===== src/bist_mask_pkg.sv =====
// Shared constants for the self-test fault mask register bank
package bist_mask_pkg;
	localparam int          ADDR_W         = 8;
	localparam int          DATA_W         = 8;
	localparam int          MUX_CHANNELS   = 6;
	localparam logic [7:0]  ADDR_VOLT_MASK = 8'h19;
	localparam logic [7:0]  ADDR_TEMP_MASK = 8'h1A;
	localparam logic [7:0]  ADDR_SCRATCH   = 8'h1B;
	localparam logic [7:0]  ADDR_STATUS    = 8'h20;
	localparam logic [7:0]  ADDR_STAT_TEMP = 8'h21;
	localparam logic [7:0]  ADDR_IRQ_MASK  = 8'h22;
	localparam logic [7:0]  ADDR_IRQ_MTEMP = 8'h23;
	localparam logic [7:0]  RESET_VALUE    = 8'h00;
	localparam int          VOLT_UV_BIT    = 0;
	localparam int          VOLT_OV_BIT    = 1;
	localparam int          TEMP_OT_BIT    = 0;
	localparam int          TEMP_UT_BIT    = 1;
	localparam int          TEMP_MUX_LSB   = 2;
endpackage : bist_mask_pkg


===== src/protector_bist_fault_mask_regs.sv =====
// Self-test fault mask registers with fault status and interrupt
//
// Added by the designer: the address-and-strobe port.
module protector_bist_fault_mask_regs
(
	input  wire logic        ref_clk,
	input  wire logic        arst_n,
	input  wire logic [7:0]  addr,
	input  wire logic [7:0]  wdata,
	input  wire logic        wr_en,
	input  wire logic        rd_en,
	output logic      [7:0]  rdata,
	input  wire logic        high_voltage_check_fault,
	input  wire logic        low_voltage_check_fault,
	input  wire logic        hot_check_fault,
	input  wire logic        cold_check_fault,
	input  wire logic [5:0]  thermistor_fault,
	output logic             voltage_fault_signal,
	output logic             temperature_fault_signal,
	output logic      [1:0]  voltage_fault_out,
	output logic      [7:0]  temperature_fault_out,
	output logic             irq
);
	logic       rst_meta_n;
	logic       rst_n;
	logic [9:0] fault_meta;
	logic [9:0] fault_sync;

	logic [7:0] voltage_selftest_fault_mask;
	logic [7:0] temperature_selftest_fault_mask;
	logic [7:0] factory_error_scratch_one;
	logic [1:0] voltage_selftest_fault_status;
	logic [7:0] temperature_selftest_fault_status;
	logic [1:0] irq_mask_volt;
	logic [7:0] irq_mask_temp;

	logic [7:0] next_volt_mask;
	logic [7:0] next_temp_mask;
	logic [7:0] next_scratch;
	logic [1:0] next_volt_stat;
	logic [7:0] next_temp_stat;
	logic [1:0] next_irq_mask_volt;
	logic [7:0] next_irq_mask_temp;
	logic [7:0] next_rdata;
	logic [1:0] next_volt_out;
	logic [7:0] next_temp_out;
	logic       next_irq;

	logic [1:0] volt_raw;
	logic [7:0] temp_raw;
	logic [7:0] temp_block;
	logic [1:0] volt_block;
	logic       wr_volt_mask;
	logic       wr_temp_mask;
	logic       wr_scratch;
	logic       wr_volt_stat;
	logic       wr_temp_stat;
	logic       wr_irq_volt;
	logic       wr_irq_temp;
	logic       next_volt_sig;
	logic       next_temp_sig;

	// Two voltage bits below eight temperature bits share one gate loop
	localparam int GATE_BITS = bist_mask_pkg::DATA_W + 2;
	logic [GATE_BITS-1:0] gate_stat;
	logic [GATE_BITS-1:0] gate_block;
	logic [GATE_BITS-1:0] next_gate_out;

	// Reset release synchroniser
	always_ff @(posedge ref_clk or negedge arst_n)
	begin
		if (!arst_n)
		begin
			rst_meta_n <= 1'b0;
			rst_n      <= 1'b0;
		end
		else
		begin
			rst_meta_n <= 1'b1;
			rst_n      <= rst_meta_n;
		end
	end

	// Fault inputs come from analog comparators, so synchronise them
	always_ff @(posedge ref_clk or negedge rst_n)
	begin
		if (!rst_n)
		begin
			fault_meta <= 10'h000;
			fault_sync <= 10'h000;
		end
		else
		begin
			fault_meta <= {thermistor_fault, low_voltage_check_fault,
				high_voltage_check_fault, hot_check_fault,
				cold_check_fault};
			fault_sync <= fault_meta;
		end
	end

	// Map the synchronised pins onto the status bit layout
	always_comb
	begin
		volt_raw = 2'h0;
		temp_raw = 8'h00;
		volt_raw[bist_mask_pkg::VOLT_OV_BIT] = fault_sync[2];
		volt_raw[bist_mask_pkg::VOLT_UV_BIT] = fault_sync[3];
		temp_raw[bist_mask_pkg::TEMP_OT_BIT] = fault_sync[1];
		temp_raw[bist_mask_pkg::TEMP_UT_BIT] = fault_sync[0];
		temp_raw[7:bist_mask_pkg::TEMP_MUX_LSB] = fault_sync[9:4];
	end

	// Only the low two voltage mask bits gate; spare bits stay out of the path
	assign volt_block = voltage_selftest_fault_mask[1:0];
	assign temp_block = temperature_selftest_fault_mask;

	// Write decode: one strobe per register, never two at once
	always_comb
	begin
		wr_volt_mask = wr_en && (addr == bist_mask_pkg::ADDR_VOLT_MASK);
		wr_temp_mask = wr_en && (addr == bist_mask_pkg::ADDR_TEMP_MASK);
		wr_scratch   = wr_en && (addr == bist_mask_pkg::ADDR_SCRATCH);
		wr_volt_stat = wr_en && (addr == bist_mask_pkg::ADDR_STATUS);
		wr_temp_stat = wr_en && (addr == bist_mask_pkg::ADDR_STAT_TEMP);
		wr_irq_volt  = wr_en && (addr == bist_mask_pkg::ADDR_IRQ_MASK);
		wr_irq_temp  = wr_en && (addr == bist_mask_pkg::ADDR_IRQ_MTEMP);
	end

	// Masks and scratch are plain storage with no side effects
	always_comb
	begin
		next_volt_mask = voltage_selftest_fault_mask;
		next_temp_mask = temperature_selftest_fault_mask;
		next_scratch   = factory_error_scratch_one;
		if (wr_volt_mask)
		begin
			next_volt_mask = wdata;
		end
		if (wr_temp_mask)
		begin
			next_temp_mask = wdata;
		end
		if (wr_scratch)
		begin
			next_scratch = wdata;
		end
	end

	always_ff @(posedge ref_clk or negedge rst_n)
	begin
		if (!rst_n)
		begin
			voltage_selftest_fault_mask     <= bist_mask_pkg::RESET_VALUE;
			temperature_selftest_fault_mask <= bist_mask_pkg::RESET_VALUE;
			factory_error_scratch_one       <= bist_mask_pkg::RESET_VALUE;
		end
		else
		begin
			voltage_selftest_fault_mask     <= next_volt_mask;
			temperature_selftest_fault_mask <= next_temp_mask;
			factory_error_scratch_one       <= next_scratch;
		end
	end

	// Sticky status; a new fault wins over a clear in the same cycle
	always_comb
	begin
		next_volt_stat = voltage_selftest_fault_status;
		next_temp_stat = temperature_selftest_fault_status;
		if (wr_volt_stat)
		begin
			next_volt_stat = next_volt_stat & ~wdata[1:0];
		end
		if (wr_temp_stat)
		begin
			next_temp_stat = next_temp_stat & ~wdata;
		end
		// Recording ignores the masks so software still sees the cause
		next_volt_stat = next_volt_stat | volt_raw;
		next_temp_stat = next_temp_stat | temp_raw;
	end

	always_ff @(posedge ref_clk or negedge rst_n)
	begin
		if (!rst_n)
		begin
			voltage_selftest_fault_status <= bist_mask_pkg::RESET_VALUE[1:0];
			temperature_selftest_fault_status <= bist_mask_pkg::RESET_VALUE;
		end
		else
		begin
			voltage_selftest_fault_status     <= next_volt_stat;
			temperature_selftest_fault_status <= next_temp_stat;
		end
	end

	// Interrupt enables: 1 lets a signalled fault reach irq
	always_comb
	begin
		next_irq_mask_volt = irq_mask_volt;
		next_irq_mask_temp = irq_mask_temp;
		if (wr_irq_volt)
		begin
			next_irq_mask_volt = wdata[1:0];
		end
		if (wr_irq_temp)
		begin
			next_irq_mask_temp = wdata;
		end
	end

	always_ff @(posedge ref_clk or negedge rst_n)
	begin
		if (!rst_n)
		begin
			irq_mask_volt <= bist_mask_pkg::RESET_VALUE[1:0];
			irq_mask_temp <= bist_mask_pkg::RESET_VALUE;
		end
		else
		begin
			irq_mask_volt <= next_irq_mask_volt;
			irq_mask_temp <= next_irq_mask_temp;
		end
	end

	// Read data stands for one cycle, zero otherwise
	always_comb
	begin
		next_rdata = 8'h00;
		if (rd_en)
		begin
			unique case (addr)
				bist_mask_pkg::ADDR_VOLT_MASK:
					next_rdata = voltage_selftest_fault_mask;
				bist_mask_pkg::ADDR_TEMP_MASK:
					next_rdata = temperature_selftest_fault_mask;
				bist_mask_pkg::ADDR_SCRATCH:
					next_rdata = factory_error_scratch_one;
				bist_mask_pkg::ADDR_STATUS:
					next_rdata = {6'h00, voltage_selftest_fault_status};
				bist_mask_pkg::ADDR_STAT_TEMP:
					next_rdata = temperature_selftest_fault_status;
				bist_mask_pkg::ADDR_IRQ_MASK:
					next_rdata = {6'h00, irq_mask_volt};
				bist_mask_pkg::ADDR_IRQ_MTEMP:
					next_rdata = irq_mask_temp;
				// Unmapped reads return zero rather than stale data
				default:
					next_rdata = 8'h00;
			endcase
		end
	end

	always_ff @(posedge ref_clk or negedge rst_n)
	begin
		if (!rst_n)
		begin
			rdata <= bist_mask_pkg::RESET_VALUE;
		end
		else
		begin
			rdata <= next_rdata;
		end
	end

	// One gate per status bit; voltage bits sit below temperature bits
	assign gate_stat  = {temperature_selftest_fault_status,
		voltage_selftest_fault_status};
	assign gate_block = {temp_block, volt_block};
	for (genvar idx = 0; idx < GATE_BITS; idx++)
	begin : gen_gate
		assign next_gate_out[idx] = gate_stat[idx] & ~gate_block[idx];
	end
	assign next_volt_out = next_gate_out[1:0];
	assign next_temp_out = next_gate_out[9:2];

	// Interrupt only sees faults that survive the block mask
	always_comb
	begin
		next_volt_sig = |next_volt_out;
		next_temp_sig = |next_temp_out;
		next_irq      = |(next_volt_out & irq_mask_volt) |
			|(next_temp_out & irq_mask_temp);
	end

	// Outputs come straight from flops so pins never glitch
	always_ff @(posedge ref_clk or negedge rst_n)
	begin
		if (!rst_n)
		begin
			voltage_fault_out        <= bist_mask_pkg::RESET_VALUE[1:0];
			temperature_fault_out    <= bist_mask_pkg::RESET_VALUE;
			voltage_fault_signal     <= 1'b0;
			temperature_fault_signal <= 1'b0;
			irq                      <= 1'b0;
		end
		else
		begin
			voltage_fault_out        <= next_volt_out;
			temperature_fault_out    <= next_temp_out;
			voltage_fault_signal     <= next_volt_sig;
			temperature_fault_signal <= next_temp_sig;
			irq                      <= next_irq;
		end
	end
endmodule : protector_bist_fault_mask_regs


===== config.mk =====
export PLATFORM = sky130hd
export DESIGN_NAME = protector_bist_fault_mask_regs
export DESIGN_NICKNAME = d
export VERILOG_FILES = /design/src/bist_mask_pkg.sv /design/src/protector_bist_fault_mask_regs.sv
export SDC_FILE = /design/constraint.sdc
export NUM_CORES = 1
export LEC_CHECK = 0
export BUFFER_PORTS_ARGS = -buffer_cell sky130_fd_sc_hd__buf_2
export CORE_MARGIN = 2
export CORE_UTILIZATION = 50
export CTS_CLUSTER_SIZE = 28
export DETAILED_ROUTE_END_ITERATION = 6
export GPL_TIMING_DRIVEN = 0
export PLACE_DENSITY = 0.76
export RECOVER_POWER = 50
export SETUP_SLACK_MARGIN = 0.4
export SKIP_LAST_GASP = 1
export SYNTH_ARGS = -nofsm -noshare
export SYNTH_HDL_FRONTEND = slang
export SYNTH_SLANG_ARGS = --single-unit

===== constraint.sdc =====
create_clock -name ref_clk -period 3.2 [get_ports ref_clk]
set_input_delay 0.64 -clock ref_clk [delete_from_list [all_inputs] [get_ports ref_clk]]
set_output_delay 0.64 -clock ref_clk [all_outputs]
set_load 0.02 [all_outputs]

==> impl_metrics.json <==
{
  "status": "completed",
  "first_pass_iters": 4,
  "grt_pass1_wl_um": 11400,
  "cts_setup_buffers": 0,
  "root_buffer": "clkbuf_8",
  "crit_slowest_cell": "nor2b_1",
  "postCtsHoldBufs": 0,
  "max-clock-path-buffers": 2,
  "r2r_cells": 4,
  "row_count": 30,
  "clock_sinks": 87,
  "fin_crit_sh_pct": 58.7,
  "track_usage_pct": 20.3,
  "syn_inst": 249,
  "cts_tree": "built",
  "place.gp.congestion": 0.899,
  "crit_arrival_ps": 2120,
  "area_delta_synth_final_pct": 16.4,
  "hold_viol_final": 0,
  "ys_seq_area_share_pct": 63.2,
  "path_depth": 5,
  "synth.most_common_cell": "dfrtp_1",
  "crit_buf_inv": 1,
  "fp.dieH_um": 87,
  "synth_cell_type_count": 41,
  "power.density_mw_per_mm2": 509,
  "skew_ps": 6.10,
  "die-area_sq_mm": 0.00757,
  "cp_top_family": "simple AND/OR/NAND/NOR gates",
  "seq_area_sq_mm": 0.00218,
  "relSlewSlack_pct": 32.0,
  "met2_length_um": 3340,
  "multi_input_area_sq_mm": 0.00120,
  "synth_area_per_cell_sq_um": 13.8,
  "drt-total-wl_um": 7080,
  "antenna_found_initial": 0,
  "io_pins": 51,
  "start_kind": "primary input",
  "path_cells": "buf_2, nor2b_1, and3_2, nand2_2, mux2_2",
  "post-dp-hpwl_um": 4890,
  "drive_above_1_share_pct": 37.5,
  "slowest_delay_ps": 490,
  "io_buffers": 49,
  "gr-total-overflow": 0,
  "async_flop_share_pct": 100,
  "cp_max_fo": 8,
  "tightest_slew_ps": 1020,
  "cts_buffers": 9,
  "finalNetCount": 340,
  "grt_max_degree": 63,
  "crit_path_end_kind": "flop",
  "cp.required_ps": 3450,
  "clk_pin_slew_ps": 80,
  "min_period_ps": 1880,
  "drtIter0Drc": 179,
  "synth_top_flop_cell": "dfrtp_1",
  "r2r_slack_ps": 1870,
  "floorplan.initialDensity_pct": 51.3,
  "detail-route-antenna-nets": 0,
  "wl_per_cell_um": 17.9,
  "fmax_mhz": 533,
  "htreeDepth": 3,
  "wl_met1_um": 3140,
  "dr.max_layer_used": "met4",
  "timing.hold.ws_ps": 56.7,
  "rsz0062_at_grt": "false",
  "leakage_uw": 0.00178,
  "netlist_area_sq_mm": 0.00344,
  "core-area_sq_mm": 0.00672,
  "finish.utilization_pct": 59.7,
  "hold_path.class": "in2async",
  "diodes": 0,
  "nFillCells": 525,
  "synth_edf_count": 0,
  "post-place-ws_ps": 973,
  "syn_nets": 279,
  "synth_common_cells": "dfrtp_1, mux2_2, a21o_1",
  "drc_errors": 0,
  "synth_largest_area_cell": "dfrtp_1",
  "worstSetupPathType": "in2reg",
  "vias": 2274,
  "postLayoutSetupSlackWorst_ps": 1320,
  "final-setup-viol-count": 0,
  "die_w_um": 87,
  "slew_violations": 0,
  "grt_pass1_vias": 2197,
  "synth_warnings": 0,
  "vdd_ir_drop_max_v": 0.000313,
  "post_cts_resized": 0,
  "synth_area_leaders": "dfrtp_1, mux2_2, a21o_1",
  "vias_per_cell": 5.76,
  "clk_latency_ps": 350,
  "yosysTopAreaCellShare_pct": 63.2,
  "ys_ff_latch": 87,
  "drv_cap": 0,
  "wl_met3_um": 477
}
[routing by layer]
metal | vias to the layer above | track usage, %
li1 | 1036 | -
met1 | 1137 | 28.2
met2 | 88 | 30.7
met3 | 13 | 4.93
met4 | 0 | 8.52
met5 | - | 0
[where the power goes]
group          total, uW  internal (uW)  switching (uW)
sequential          1170           1140            25.4
clock                725            346             380
combinational        147           58.4            88.4
total               2040           1550             494
[sequential cells by signal, summed over array words and instances (netlist names)]
signal and flops:
factory_error_scratch_one 8, temperature_fault_signal 1, voltage_selftest_fault_status 2, voltage_fault_out 2, fault_meta 10, temperature_fault_out 8
fault_sync 10, rst_meta_n 1, voltage_fault_signal 1, rst_n 1, irq_mask_volt 2, irq_mask_temp 8
irq 1, temp_block 8, temperature_selftest_fault_status 8, rdata 8, voltage_selftest_fault_mask 8
[path summary, 6_finish.rpt]
path / start / to
setup reg to reg: voltage_selftest_fault_status[0] / irq
hold / removal: arst_n / rst_meta_n
min in group ref_clk: fault_meta[6] / fault_sync[6]
hold reg to reg: fault_meta[6] / fault_sync[6]
max in group asynchronous: rst_n / temperature_fault_out[0]
setup / recovery: addr[1] / temp_block[0]
[layout make-up]
cell class	count	area share, %
Tap cell	80	2.50
Buffer	10	1.53
Clock inverter	4	0.718
Timing Repair Buffer	50	6.77
Multi-Input combinational cell	151	30.0
Clock buffer	12	4.12
Sequential cell	87	54.3
Inverter	1	0.0936
[metrics by stage]
stage / power [uW] / cells / TNS (ps) / instance area, sq um
floorplan: 1270 / 249 / 0 / 3440
global placement: 1330 / 378 / -20540 / 3790
detailed placement: 1340 / 379 / 0 / 3820
CTS: 2060 / 395 / 0 / 4020
global route: 2120 / 395 / 0 / 4010
finish: 2040 / 395 / 0 / 4010
[cell usage in the layout, fill, tap and decap left out, drive strengths merged, types with 6 or more instances in the layout]
cell type,synthesis,layout
mux2,35,35
nand2,12,12
a32oi,7,7
a21oi,7,7
clkbuf,3,16
a21o,17,17
nand4,6,6
nor2b,11,11
buf,7,56
dfrtp,87,87
nand3,16,16
a22o,7,7
[cells by family (layout without fill, tap and decap cells)]
logic type / after synthesis / in the layout / share of synthesized area [%]
AND/OR/NAND/NOR: 66 / 66 / 12.8
other: 1 / 1 / 0.109
AO/OA/AOI/OAI: 47 / 47 / 10.0
buffers and inverters: 11 / 77 / 1.89
multiplexers: 37 / 37 / 12.0
flip-flops: 87 / 87 / 63.2
(Power assumes the default switching activity.)
